===== config.mk =====
export PLATFORM = sky130hd
export DESIGN_NAME = ldo_regs
export DESIGN_NICKNAME = d
export VERILOG_FILES = /design/src/hdl/ldo_pkg.sv /design/src/hdl/ldo_regs.sv
export VERILOG_INCLUDE_DIRS = /design/src /design/src/hdl
export SDC_FILE = /design/constraint.sdc
export NUM_CORES = 1
export LEC_CHECK = 0
export ABC_AREA = 1
export BUFFER_PORTS_ARGS = -buffer_cell sky130_fd_sc_hd__buf_2
export CAP_MARGIN = 30
export CORE_ASPECT_RATIO = 0.75
export CORE_MARGIN = 5
export CORE_UTILIZATION = 30
export DETAILED_ROUTE_END_ITERATION = 6
export GPL_TIMING_DRIVEN = 0
export SETUP_SLACK_MARGIN = 0.4
export SYNTH_ARGS = -nofsm -noshare
export SYNTH_HDL_FRONTEND = slang
export SYNTH_SLANG_ARGS = --single-unit
export TNS_END_PERCENT = 1

===== constraint.sdc =====
create_clock -name CORE_CLK -period 3.95 [get_ports CORE_CLK]
set_input_delay 1.185 -clock CORE_CLK [delete_from_list [all_inputs] [get_ports CORE_CLK]]
set_output_delay 1.185 -clock CORE_CLK [all_outputs]
set_load 0.1 [all_outputs]

===== src/hdl/ldo_defs.svh =====
// constants of the logical device option register bank
// assumes a 100 MHz core clock and a 16-bit config address
`ifndef LDO_DEFS_SVH
`define LDO_DEFS_SVH
// ==========================================
// logical device numbers and indexes
`define LDO_LD_FDC 8'h00
`define LDO_LD_PP 8'h03
`define LDO_LD_SP1 8'h04
`define LDO_LD_SP2 8'h05
`define LDO_IX_DRV0 8'hf4
`define LDO_IX_DRV1 8'hf5
`define LDO_IX_PPM 8'hf0
`define LDO_IX_PPX 8'hf1
`define LDO_IX_SER 8'hf0
`define LDO_IX_IRO 8'hf1
`define LDO_IX_IRB 8'hf2
// ==========================================
// writable bit masks
`define LDO_MSK_DRV 8'h5b
`define LDO_MSK_PPX 8'h10
`define LDO_MSK_SP1 8'h83
`define LDO_MSK_SP2 8'h03
`define LDO_MSK_IRO 8'h7f
// ==========================================
// reset values
`define LDO_RST_DRV 8'h00
`define LDO_RST_PPM 8'h3c
`define LDO_RST_PPX 8'h00
`define LDO_RST_SER 8'h00
`define LDO_RST_IRO 8'h02
`define LDO_RST_IRB 8'h03
// ==========================================
// field positions
`define LDO_B_PRECOMP 6
`define LDO_B_PPTYPE 7
`define LDO_B_TMOSEL 4
`define LDO_B_MIDI 0
`define LDO_B_HS 1
`define LDO_B_SHARE 7
`define LDO_B_TXIDLE 5
`define LDO_B_RXPOL 0
`define LDO_B_TXPOL 1
`define LDO_B_HALF 2
`define LDO_B_IRALT 6
// ==========================================
// mode codes
`define LDO_PPM_PRN 3'h4
`define LDO_PPM_SPP 3'h0
`define LDO_ECR_FIFO 3'h2
`define LDO_ECR_ECP 3'h3
`define LDO_ECR_TEST 3'h6
`define LDO_IR_IRDA 3'h1
`define LDO_IR_ASK 3'h2
// ==========================================
// timing
`define LDO_CLK_MHZ 100
`define LDO_TICK_US 100
`define LDO_BLANK_MAX_MS 10
`define LDO_BLANK_MAX (`LDO_BLANK_MAX_MS * 1000 / `LDO_TICK_US)
`endif


===== src/hdl/ldo_pkg.sv =====
// types of the logical device option register bank
// assumes ldo_defs.svh for all numeric constants
`default_nettype none
package ldo_pkg;
	typedef struct packed {
		logic       precomp_off;
		logic [1:0] rate_table_bits;
		logic [1:0] drive_type_bits;
	} ldo_drive_t;

	typedef struct packed {
		logic [7:0]  drv0;
		logic [7:0]  drv1;
		logic [7:0]  ppm;
		logic [7:0]  ppx;
		logic [7:0]  sp1;
		logic [7:0]  sp2;
		logic [7:0]  iro;
		logic [7:0]  irb;
		logic [7:0]  rdata;
		logic        tmo;
		logic        nack_q;
		logic        srd_q;
		logic        irq_o;
		logic        irq_oe;
		logic        u1o;
		logic        u2o;
		logic        tx_o;
		logic        tx_oe;
		logic        alt_tx;
		logic        rxd;
		logic [13:0] pre;
		logic [7:0]  bcnt;
	} ldo_st_t;
endpackage
`default_nettype wire


===== src/hdl/ldo_regs.sv =====
// option registers of the floppy, parallel and serial/infrared devices
// assumes a plain config port with a 16-bit address {device, index}
`timescale 1ns/1ps
`include "ldo_defs.svh"
`default_nettype none
// Contract
// - drive option reg holds type bits 1:0, rate table 4:3; bits 2,5,7 read 0.
// - bit 6 set disables write precompensation for that drive.
// - second drive register mirrors first drive layout and default.
// - parallel mode field bits 2:0 selects printer, SPP, EPP, ECP combinations.
// - bits 6:3 hold ECP FIFO threshold, default 0111.
// - interrupt type one gives low pulse, then released to high impedance.
// - interrupt type zero makes interrupt follow nACK in EPP-like modes.
// - type ignored in printer/SPP; level interrupt in ECP, TEST, FIFO.
// - timeout flag clears on write one; with ppx bit 4 set, on read trailing edge instead.
// - bit 0 of serial mode enables MIDI, default off.
// - bit 1 of serial mode enables high speed, default off.
// - bit 7 of first serial mode makes UARTs share one interrupt.
// - with sharing on, either UART interrupt asserts both lines.
// - second UART transmit idles low at zero, high impedance at one.
// - infrared bits invert receive and transmit polarity; reset 0x02.
// - infrared bit 2 selects half duplex, default full duplex.
// - infrared mode 000 serial, 001 IrDA, 010 amplitude keyed; rest reserved.
// - infrared bit 6 routes signals to alternate infrared pins.
// - half duplex blanks receiver during transmit plus count times 100 us, count capped at 100.
// - registers take defaults on power-on, standby power-on and hard reset.
// - transmit idle bit resets only on standby power-on reset.
// - soft reset leaves these registers unchanged.
module ldo_regs #(
	parameter int TICK_CYCLES = `LDO_TICK_US * `LDO_CLK_MHZ
) (
	input  wire logic              CORE_CLK,
	input  wire logic              RST,
	input  wire logic              STBY_POR,
	input  wire logic [15:0]       ADDR,
	input  wire logic [7:0]        WDATA,
	input  wire logic              WR,
	input  wire logic              RD,
	output logic [7:0]             RDATA,
	output ldo_pkg::ldo_drive_t    DRIVE0_OPTIONS,
	output ldo_pkg::ldo_drive_t    DRIVE1_OPTIONS,
	output logic [2:0]             PP_MODE,
	output logic [3:0]             PP_FIFO_THR,
	input  wire logic [2:0]        PP_ECR_MODE,
	input  wire logic              PP_NACK,
	input  wire logic              PP_LVL_IRQ,
	output logic                   PP_IRQ_O,
	output logic                   PP_IRQ_OE,
	input  wire logic              EPP_TMO_SET,
	input  wire logic              EPP_STAT_WR,
	input  wire logic              EPP_STAT_WD,
	input  wire logic              EPP_STAT_RD,
	output logic                   EPP_TIMEOUT_FLAG,
	output logic                   U1_MIDI,
	output logic                   U1_HS,
	output logic                   U2_MIDI,
	output logic                   U2_HS,
	input  wire logic              U1_IRQ_IN,
	input  wire logic              U2_IRQ_IN,
	output logic                   U1_IRQ,
	output logic                   U2_IRQ,
	output logic [2:0]             IR_MODE,
	input  wire logic              U2_TXD,
	input  wire logic              U2_TX_ACTIVE,
	output logic                   U2_RXD,
	output logic                   SECOND_SERIAL_TX_O,
	output logic                   SECOND_SERIAL_TX_OE,
	input  wire logic              SECOND_SERIAL_RX,
	input  wire logic              ALT_INFRARED_RX,
	output logic                   ALT_INFRARED_TX
);
	import ldo_pkg::*;

	// ==========================================
	// state
	localparam ldo_st_t ST_RST = '{
		drv0:   `LDO_RST_DRV,
		drv1:   `LDO_RST_DRV,
		ppm:    `LDO_RST_PPM,
		ppx:    `LDO_RST_PPX,
		sp1:    `LDO_RST_SER,
		sp2:    `LDO_RST_SER,
		iro:    `LDO_RST_IRO,
		irb:    `LDO_RST_IRB,
		rxd:    1'b1,
		default: '0
	};
	localparam logic [7:0] BMAX = 8'(`LDO_BLANK_MAX);
	localparam logic [13:0] TICK_LAST = 14'(TICK_CYCLES - 1);

	ldo_st_t    s_q;
	ldo_st_t    s_d;
	logic       idle_q;
	logic       quiet_q;
	logic [7:0] rv;
	logic       h_drv0;
	logic       h_drv1;
	logic       h_ppm;
	logic       h_ppx;
	logic       h_sp1;
	logic       h_sp2;
	logic       h_iro;
	logic       h_irb;
	logic       ecp;
	logic       lvl_cfg;
	logic       plain_cfg;
	logic       pulse_cfg;
	logic       ir_on;
	logic       half;
	logic       blank;
	logic       tick;
	logic       tmo_clr;
	logic       any_irq;
	logic       ir_tx;

	// ==========================================
	// address decode
	assign h_drv0 = ADDR == {`LDO_LD_FDC, `LDO_IX_DRV0};
	assign h_drv1 = ADDR == {`LDO_LD_FDC, `LDO_IX_DRV1};
	assign h_ppm  = ADDR == {`LDO_LD_PP, `LDO_IX_PPM};
	assign h_ppx  = ADDR == {`LDO_LD_PP, `LDO_IX_PPX};
	assign h_sp1  = ADDR == {`LDO_LD_SP1, `LDO_IX_SER};
	assign h_sp2  = ADDR == {`LDO_LD_SP2, `LDO_IX_SER};
	assign h_iro  = ADDR == {`LDO_LD_SP2, `LDO_IX_IRO};
	assign h_irb  = ADDR == {`LDO_LD_SP2, `LDO_IX_IRB};

	// ==========================================
	// next state
	always_comb begin
		s_d = s_q;
		// read mux; unmapped addresses return zero
		rv = 8'h00;
		if (h_drv0) begin
			rv = s_q.drv0;
		end
		if (h_drv1) begin
			rv = s_q.drv1;
		end
		if (h_ppm) begin
			rv = s_q.ppm;
		end
		if (h_ppx) begin
			rv = s_q.ppx;
		end
		if (h_sp1) begin
			rv = s_q.sp1;
		end
		if (h_sp2) begin
			rv = s_q.sp2;
			rv[`LDO_B_TXIDLE] = idle_q;
		end
		if (h_iro) begin
			rv = s_q.iro;
		end
		if (h_irb) begin
			rv = s_q.irb;
		end
		s_d.rdata = RD ? rv : 8'h00;

		// writes keep only defined bits
		if (WR) begin
			if (h_drv0) begin
				s_d.drv0 = WDATA & `LDO_MSK_DRV;
			end
			if (h_drv1) begin
				s_d.drv1 = WDATA & `LDO_MSK_DRV;
			end
			if (h_ppm) begin
				s_d.ppm = WDATA;
			end
			if (h_ppx) begin
				s_d.ppx = WDATA & `LDO_MSK_PPX;
			end
			if (h_sp1) begin
				s_d.sp1 = WDATA & `LDO_MSK_SP1;
			end
			if (h_sp2) begin
				s_d.sp2 = WDATA & `LDO_MSK_SP2;
			end
			if (h_iro) begin
				s_d.iro = WDATA & `LDO_MSK_IRO;
			end
			if (h_irb) begin
				s_d.irb = WDATA;
			end
		end

		// parallel interrupt style
		ecp = s_q.ppm[1];
		lvl_cfg = ecp && (PP_ECR_MODE == `LDO_ECR_FIFO || PP_ECR_MODE == `LDO_ECR_ECP ||
			PP_ECR_MODE == `LDO_ECR_TEST);
		plain_cfg = s_q.ppm[2:0] == `LDO_PPM_PRN || s_q.ppm[2:0] == `LDO_PPM_SPP;
		pulse_cfg = !lvl_cfg && !plain_cfg && s_q.ppm[`LDO_B_PPTYPE];
		s_d.nack_q = PP_NACK;
		if (lvl_cfg) begin
			s_d.irq_o = PP_LVL_IRQ;
			s_d.irq_oe = 1'b1;
		end else if (!pulse_cfg) begin
			s_d.irq_o = PP_NACK;
			s_d.irq_oe = 1'b1;
		end else begin
			// one-cycle low drive per ack edge, pin floats otherwise
			s_d.irq_o = 1'b0;
			s_d.irq_oe = s_q.nack_q && !PP_NACK;
		end

		// timeout flag; a set in the clearing cycle wins
		s_d.srd_q = EPP_STAT_RD;
		tmo_clr = s_q.ppx[`LDO_B_TMOSEL] ? (s_q.srd_q && !EPP_STAT_RD) :
			(EPP_STAT_WR && EPP_STAT_WD);
		if (tmo_clr) begin
			s_d.tmo = 1'b0;
		end
		if (EPP_TMO_SET) begin
			s_d.tmo = 1'b1;
		end

		// uart interrupt sharing
		any_irq = U1_IRQ_IN || U2_IRQ_IN;
		s_d.u1o = s_q.sp1[`LDO_B_SHARE] ? any_irq : U1_IRQ_IN;
		s_d.u2o = s_q.sp1[`LDO_B_SHARE] ? any_irq : U2_IRQ_IN;

		// reserved infrared codes fall back to plain serial
		ir_on = s_q.iro[5:3] == `LDO_IR_IRDA || s_q.iro[5:3] == `LDO_IR_ASK;
		half = s_q.iro[`LDO_B_HALF];

		// blanking tail timer; prescaler idles outside the tail
		tick = s_q.pre == TICK_LAST;
		if (U2_TX_ACTIVE) begin
			s_d.bcnt = s_q.irb > BMAX ? BMAX : s_q.irb;
			s_d.pre = 14'h0000;
		end else if (s_q.bcnt != 8'h00) begin
			s_d.pre = tick ? 14'h0000 : s_q.pre + 14'h0001;
			if (tick) begin
				s_d.bcnt = s_q.bcnt - 8'h01;
			end
		end else begin
			s_d.pre = 14'h0000;
		end
		blank = ir_on && half && (U2_TX_ACTIVE || s_q.bcnt != 8'h00);

		// receive path, polarity and pin choice
		if (!ir_on) begin
			s_d.rxd = SECOND_SERIAL_RX;
		end else if (blank) begin
			s_d.rxd = 1'b1;
		end else begin
			s_d.rxd = (s_q.iro[`LDO_B_IRALT] ? ALT_INFRARED_RX : SECOND_SERIAL_RX) ^
				s_q.iro[`LDO_B_RXPOL];
		end

		// transmit path
		ir_tx = U2_TXD ^ s_q.iro[`LDO_B_TXPOL];
		s_d.alt_tx = ir_on && s_q.iro[`LDO_B_IRALT] ? ir_tx : 1'b0;
		if (ir_on && !s_q.iro[`LDO_B_IRALT]) begin
			s_d.tx_o = ir_tx;
			s_d.tx_oe = 1'b1;
		end else if (U2_TX_ACTIVE) begin
			s_d.tx_o = U2_TXD;
			s_d.tx_oe = 1'b1;
		end else begin
			s_d.tx_o = 1'b0;
			s_d.tx_oe = !idle_q;
		end

		// standby power-on restores defaults
		if (STBY_POR) begin
			s_d = ST_RST;
		end
	end

	// ==========================================
	// registers; soft reset is not wired in on purpose
	always_ff @(posedge CORE_CLK or posedge RST) begin
		if (RST) begin
			s_q <= ST_RST;
			quiet_q <= 1'b1;
		end else begin
			s_q <= s_d;
			quiet_q <= STBY_POR;
		end
	end

	// standby-domain bit: hard reset must not touch it
	always_ff @(posedge CORE_CLK) begin
		if (STBY_POR) begin
			idle_q <= 1'b0;
		end else if (WR && h_sp2) begin
			idle_q <= WDATA[`LDO_B_TXIDLE];
		end
	end

	// ==========================================
	// outputs
	assign RDATA = s_q.rdata;
	assign DRIVE0_OPTIONS = {s_q.drv0[`LDO_B_PRECOMP], s_q.drv0[4:3], s_q.drv0[1:0]};
	assign DRIVE1_OPTIONS = {s_q.drv1[`LDO_B_PRECOMP], s_q.drv1[4:3], s_q.drv1[1:0]};
	assign PP_MODE = s_q.ppm[2:0];
	assign PP_FIFO_THR = s_q.ppm[6:3];
	assign PP_IRQ_O = s_q.irq_o;
	assign PP_IRQ_OE = s_q.irq_oe;
	assign EPP_TIMEOUT_FLAG = s_q.tmo;
	assign U1_MIDI = s_q.sp1[`LDO_B_MIDI];
	assign U1_HS = s_q.sp1[`LDO_B_HS];
	assign U2_MIDI = s_q.sp2[`LDO_B_MIDI];
	assign U2_HS = s_q.sp2[`LDO_B_HS];
	assign U1_IRQ = s_q.u1o;
	assign U2_IRQ = s_q.u2o;
	assign IR_MODE = s_q.iro[5:3];
	assign U2_RXD = s_q.rxd;
	assign SECOND_SERIAL_TX_O = s_q.tx_o;
	assign SECOND_SERIAL_TX_OE = s_q.tx_oe;
	assign ALT_INFRARED_TX = s_q.alt_tx;
endmodule
`default_nettype wire


==> results of run 1 <==
## area by class of cell
type / count / area share (%)
timing repair buffer: 84 / 8.27
buffer: 37 / 4.97
inverter: 70 / 4.95
multi-input combinational: 357 / 33.8
clock buffer: 11 / 4.72
sequential: 81 / 37.9
clock inverter: 5 / 0.747
tap: 200 / 4.67
## metrics by stage
step	worst slack (ps)	std cells
after floorplan	727	545
after global placement	-433	828
after detailed placement	1230	829
after CTS	1340	845
after global routing	1320	845
final	1350	845
## cells in the final DEF (no fill, tap or decap), types with 3 or more instances in the layout
master,netlist,layout
nand2_1,113,113
buf_2,3,86
dfrtp_1,72,72
inv_1,60,59
o21ai_0,55,55
nor2_1,44,44
nand3_1,37,37
buf_4,29,29
a21oi_1,22,22
o21ai_1,16,16
inv_2,9,9
nor2_2,9,9
clkbuf_16,0,9
dfstp_2,8,8
o21ai_2,7,7
o22ai_1,6,6
nand4_1,5,5
nand2_2,4,4
nor3_1,4,4
nor2_4,3,3
o21ai_4,3,3
clkbuf_1,3,3
xnor2_1,3,3
ha_1,3,3
clkinvlp_4,0,3
## power by group through the flow
stage | logic, µW | registers [µW] | clock network [µW]
2_1_floorplan | 305 | 984 | 0
3_3_place_gp | 455 | 942 | 0
3_5_place_dp | 463 | 942 | 0
4_1_cts | 464 | 928 | 827
5_1_grt | 500 | 934 | 856
6_report | 461 | 928 | 806
## worst max-delay path by stage
stage                                          start  slack, ps                             to  depth (start not counted)
after global routing          PP_MODE[2]$_DFFE_PP1P_       1320                     PP_MODE[2]                          2
after floorplan                                  RST        730      ALT_INFRARED_TX$_DFF_PP0_                          1
after detailed placement                    STBY_POR       1230         PP_MODE[2]$_DFFE_PP1P_                          5
after CTS                 PP_FIFO_THR[2]$_DFFE_PP1P_       1340                 PP_FIFO_THR[2]                          2
final                         PP_MODE[2]$_DFFE_PP1P_       1350                     PP_MODE[2]                          2
after global placement                           RST       -430  DRIVE0_OPTIONS[4]$_DFFE_PP0P_                          2
## synthesized netlist by cell type, drive strengths merged (2+ instances only)
cell type / instances / area, µm²
buf: 34 / 255
dfstp: 8 / 210
or2: 2 / 12.5
xnor2: 3 / 26.3
nor3: 6 / 40.0
o22ai: 6 / 37.5
clkbuf: 3 / 11.3
nand2: 118 / 460
a31oi: 2 / 12.5
dfrtp: 72 / 1800
ha: 3 / 37.5
xor2: 2 / 17.5
nor2: 56 / 255
nor3b: 2 / 15.0
o21ai: 81 / 465
inv: 69 / 259
nand3: 39 / 205
a21oi: 23 / 119
nand4: 5 / 31.3
## layer usage
metal / vias up / part of all wire, % / wire [µm]
li1: 1935 / - / -
met2: 97 / 42 / 5070
met3: 15 / 5.5 / 660
met4: 2 / 1.3 / 151
met1: 1794 / 51 / 6110
met5: - / 0.11 / 13
## logic make-up after synthesis
family / synth area share, %
fa+ha+maj: 0.859
compound gates: 15.7
mux: 0.229
simple gates: 23.6
xor+xnor: 1.00
flops: 46.5
buf+inv: 12.1
## flip-flops by register name, indices dropped and copies added, names as in the netlist, 3 cells and up
name and flops:
PP_FIFO_THR 4, PP_MODE 3, s_q 38, RDATA 8
DRIVE0_OPTIONS 5, DRIVE1_OPTIONS 5, IR_MODE 3
==> results.toml, run 1 <==
[status]
status = "completed"

[detailed_routing]
detail_route.wl_per_cell_um = 14.2
antenna_left = 0
dr.first_iter.drc_count = 320
avgViaCountPerCell = 4.55
wirelength_um = 12000
num_vias = 3843
firstDrtPassIters = 5
drc = 0

[clock_tree]
cts_root_buffer = "clkbuf_16"
cts_tree = "built"
cts.repair.resized = 0
clock-sinks = 81
clockBufferDepth = 2
clk_latency_ps = 340
holdBufCountCts = 0
cts_setup_buffers = 0
htree_levels = 3
clk_pin_slew_ps = 60
cts_buffers = 9

[power]
p_per_area_mw_per_mm2 = 410
power.total_uw = 2200
p_leak_uw = 0.00262
p_comb_share_pct = 21.0
max-vdd-ir-drop_uv = 176
clkPwrFrac_pct = 36.7
p_sw_uw = 734
power.internal_uw = 1460
p_sw_share_pct = 33.4
seqPwrFrac_pct = 42.3

[floorplan]
fp.dieArea_mm2 = 0.0171
io_pins = 85
die_width_um = 149
coreArea_mm2 = 0.0144
start_util_pct = 30.4
rows = 38
die_h_um = 115

[synthesis]
synthDistinctLibCells = 44
ys.flop_type = "dfrtp_1"
netlist_area_mm2 = 0.00437
synth_edf_count = 0
synthArstFlopShare_pct = 98.8
syn_avg_cell_area_um2 = 8.02
ys_seq_area_share_pct = 46.5
ys_seq_elements = 81
mappedNetlistNets = 592
netlist_instances = 545
yosysWarnings = 0

[cells_and_area]
diodes = 0
layout.nets = 687
fillCellCount = 1529
seq_area_mm2 = 0.00203
multiInputGateArea_mm2 = 0.00181
design_area_mm2 = 0.00536
syn_to_final_growth_pct = 22.6
final_util_pct = 37.3
drive_above_1_share_pct = 28.8

[worst_setup_path]
max_stage_delay_ps = 560
reg2reg_slack_ps = 2220
cp_max_fo = 3
path_buf_inv = 2
required_ps = 2760
crit_family = "flip-flops"
cp_data_arrival_time_ps = 1410
critPathLaunchType = "register"
worst-r2r-cell-count = 8
r2r_start = "s_q[0]$_DFFE_PP0P_"
worst_r2r_endpoint = "s_q[18]$_DFF_PP0_"
critPathCaptureType = "primary output"
crit_chain = "buf_4 > buf_2"
crit_slowest_cell = "dfstp_2"
path_class = "reg2out"

[global_routing]
grt_pass1_wl_um = 19400
grt-ovfl-total = 0
gr-usage-met2_pct = 21.5
use_met3_pct = 3.80
antenna_found_initial = 1
grt_pass1_vias = 3677
use_met1_pct = 21.2
grt_usage_pct = 14.6
busiest_layer = "met2"
grt_max_degree = 66

[timing]
holdWs_ps = 460
timing.final.crit_share_pct = 65.8
finalClockSkew_ps = 9.25
rsz0062_at_grt = "no"
hold_violations = 0
min_period_ps = 2600
fin_setup_tns_ps = 0
clock.fmax_ghz = 0.385
relSlewSlack_pct = 56.6
maxSlewViolCount = 0
tightest_slew_ps = 651
setup_viol = 0

[place]
dp_hpwl_um = 9200
io_buffer_count = 83
routabilityCongestion = 0.853
dpl_cell_area_mm2 = 0.00507

[min_path]
holdPathStages = 1
holdCritStartpoint = "s_q[8]$_DFF_PP0_"
hp-class = "reg2reg"
hold_end = "s_q[8]$_DFF_PP0_"

[run]
cap_viol_max_count = 0
No activity file was read; power rests on OpenSTA's default activity.
==> inputs of run 2 (changes only) <==
ABC_AREA = 0   (was 1)
clock period = 2.25 ns   (was 3.95 ns; I/O delays follow)
==> run 2 against run 1 <==
Sequential share of layout area is 3.1 points lower. Combinational power down 25%. Area after synthesis increased by 0.72%. Highest routed layer is now met4. Critical path depth increased by 5. Critical endpoint is now DRIVE0_OPTIONS[3]$_DFFE_PP0P_. Die area grew 0.66%. Non-clock buffer count up 18. Clock-buffer cell count is the same.
==> results.toml, run 2 <==
[worst_setup_path]
crit_slowest_cell = "or4_4"
crit_path_frequent_cell = "buf_6"
path_class = "in2reg"
cp_max_fo = 5
required_ps = 2460
critPathLaunchType = "primary input"
r2r_start = "s_q[12]$_DFF_PP0_"
max_stage_delay_ps = 580
cp_data_arrival_time_ps = 2410
crit_chain = "buf_6 > or4_4 > nor4b_4 > and4b_1 > buf_6 > mux2i_1 > nor2_1"
worst_r2r_endpoint = "s_q[7]$_DFFE_PP0P_"
reg2reg_slack_ps = 200
worst-r2r-cell-count = 7
critPathCaptureType = "register"

[global_routing]
grt_pass1_vias = 3912
grt_pass1_wl_um = 21200
antenna_found_initial = 0
grt_usage_pct = 15.6
grt_max_degree = 43
grt-ovfl-total = 0

[synthesis]
synth.area.top_cells = "dfrtp_1, mux2i_1, nor2_1, buf_4, dfstp_2"
synthArstFlopShare_pct = 98.8
ys_seq_area_share_pct = 46.2
netlist_instances = 459
synth.largest_area_cell = "dfrtp_1"
synth_edf_count = 0
yosys.cell_count.top_type = "dfrtp_1"
ys.flop_type = "dfrtp_1"
yosysTopAreaCellShare_pct = 40.9
syn_avg_cell_area_um2 = 9.59
ys_seq_elements = 81
yosysWarnings = 0
netlist_area_mm2 = 0.00440
synthDistinctLibCells = 61
mappedNetlistNets = 506
synthTopCellsByCount = "dfrtp_1, nor2_1, nand2_1"

[timing]
hold_violations = 0
setup_viol = 0
finalClockSkew_ps = 8.50
relSlewSlack_pct = 41.2
fin_ws_ps = 49.9
clock.fmax_ghz = 0.455
timing.final.crit_share_pct = 97.8
maxSlewViolCount = 0
holdWs_ps = 466
min_period_ps = 2200
rsz0062_at_grt = "yes"
tightest_slew_ps = 881

[power]
power.total_uw = 3390
p_per_area_mw_per_mm2 = 579
p_leak_uw = 0.00266
max-vdd-ir-drop_uv = 345

[clock_tree]
clock-sinks = 81
cts_root_buffer = "clkbuf_16"
htree_levels = 3
holdBufCountCts = 0
clockBufferDepth = 2
clk_latency_ps = 340
cts_buffers = 9
clk_pin_slew_ps = 60
cts_tree = "built"

[cells_and_area]
regMostFlops = "s_q"
diodes = 0
largest_register_ffs = 38
drive_above_1_share_pct = 34.1
layout_commonest_cell = "dfrtp_1"
layout.nets = 611
design_area_mm2 = 0.00586
fillCellCount = 1409
syn_to_final_growth_pct = 33.1
mostFrequentLayoutCells = "dfrtp_1, nor2_1, buf_4, buf_2, nand2_1"

[floorplan]
fp.dieArea_mm2 = 0.0172
die_width_um = 150
die_h_um = 115
start_util_pct = 30.6
rows = 38
coreArea_mm2 = 0.0144
io_pins = 85

[detailed_routing]
num_vias = 3990
drc = 0
dr.first_iter.drc_count = 289
detail_route.wl_per_cell_um = 17.5
firstDrtPassIters = 7
antenna_left = 0
wirelength_um = 13500
avgViaCountPerCell = 5.19

[place]
pre_cts_slack_ps = -518
io_buffer_count = 82
dp_hpwl_um = 9540
dpl_cell_area_mm2 = 0.00509
routabilityCongestion = 0.872

[run]
cap_viol_max_count = 0

[min_path]
hold_end = "s_q[8]$_DFF_PP0_"
holdPathStages = 1
holdCritStartpoint = "s_q[8]$_DFF_PP0_"
hp-class = "reg2reg"

[status]
status = "completed"
run 2: worst max-delay path by stage:
stage	startpoint	to	slack (ps)	depth (start not counted)
floorplan	ADDR[13]	DRIVE0_OPTIONS[0]$_DFFE_PP0P_	-160	6
global placement	ADDR[13]	PP_FIFO_THR[3]$_DFFE_PP0P_	-480	6
detailed placement	ADDR[13]	DRIVE0_OPTIONS[0]$_DFFE_PP0P_	-520	7
CTS	ADDR[14]	DRIVE0_OPTIONS[0]$_DFFE_PP0P_	80	7
global route	ADDR[14]	DRIVE1_OPTIONS[2]$_DFFE_PP0P_	-1	8
finish	ADDR[14]	DRIVE0_OPTIONS[3]$_DFFE_PP0P_	50	7
run 2: stage by stage:
| stage | utilization, % | setup TNS, ps | instances |
|---|---|---|---|
| floorplan | - | -2050 | 459 |
| global placement | 35.2 | -17590 | 741 |
| detailed placement | 35.3 | -18510 | 742 |
| CTS | 38.3 | 0 | 767 |
| global route | 40.7 | -1.36 | 769 |
| finish | 40.7 | 0 | 769 |
run 2: kinds of logic (layout without fill, tap and decap cells):
kind of cell             count (synthesis)  in the layout  share of synthesized area [%]
AO/OA/AOI/OAI                           69             69                           10.0
multiplexers                            35             35                           8.04
AND/OR/NAND/NOR                        200            200                           24.3
buffers and inverters                   54            164                           7.22
XOR/XNOR                                17             17                           3.38
adder cells (fa/ha/maj)                  3              3                          0.853
flip-flops                              81             81                           46.2
run 2: area by class of cell:
class	instances	area, µm²	area share, %
multi-input combinational	324	2210	37.8
sequential	81	2040	34.8
timing repair buffer	94	686	11.7
buffer	45	319	5.44
tap	200	250	4.27
clock buffer	11	233	3.97
clock inverter	5	81.3	1.39
inverter	9	37.5	0.640
run 2: critical path, delay by kind of cell:
family,cells,cell delay [ps]
AND/OR/NAND/NOR,4,1290
buffers and inverters,2,230
multiplexers,1,200
run 2: layer usage:
metal / share of wire (%) / global-route usage, % / vias up
li1: - / - / 1829
met1: 46 / 22.4 / 1945
met2: 43 / 22.9 / 187
met3: 9.3 / 4.61 / 29
met4: 1.8 / 4.33 / 0
met5: 0 / 0 / -
run 2: repair_timing:
action | 4_1_cts | 5_1_grt
pin swaps | 4 | 28
resized for setup | 9 | 106
buffers inserted | 9 | 2
setup endpoints to repair | 97 | 107
run 2: where the power goes:
group / total (µW) / switching, µW / internal (µW)
registers: 1490 / 12.6 / 1480
logic: 344 / 244 / 99.8
clock network: 1560 / 589 / 973
total: 3390 / 846 / 2550
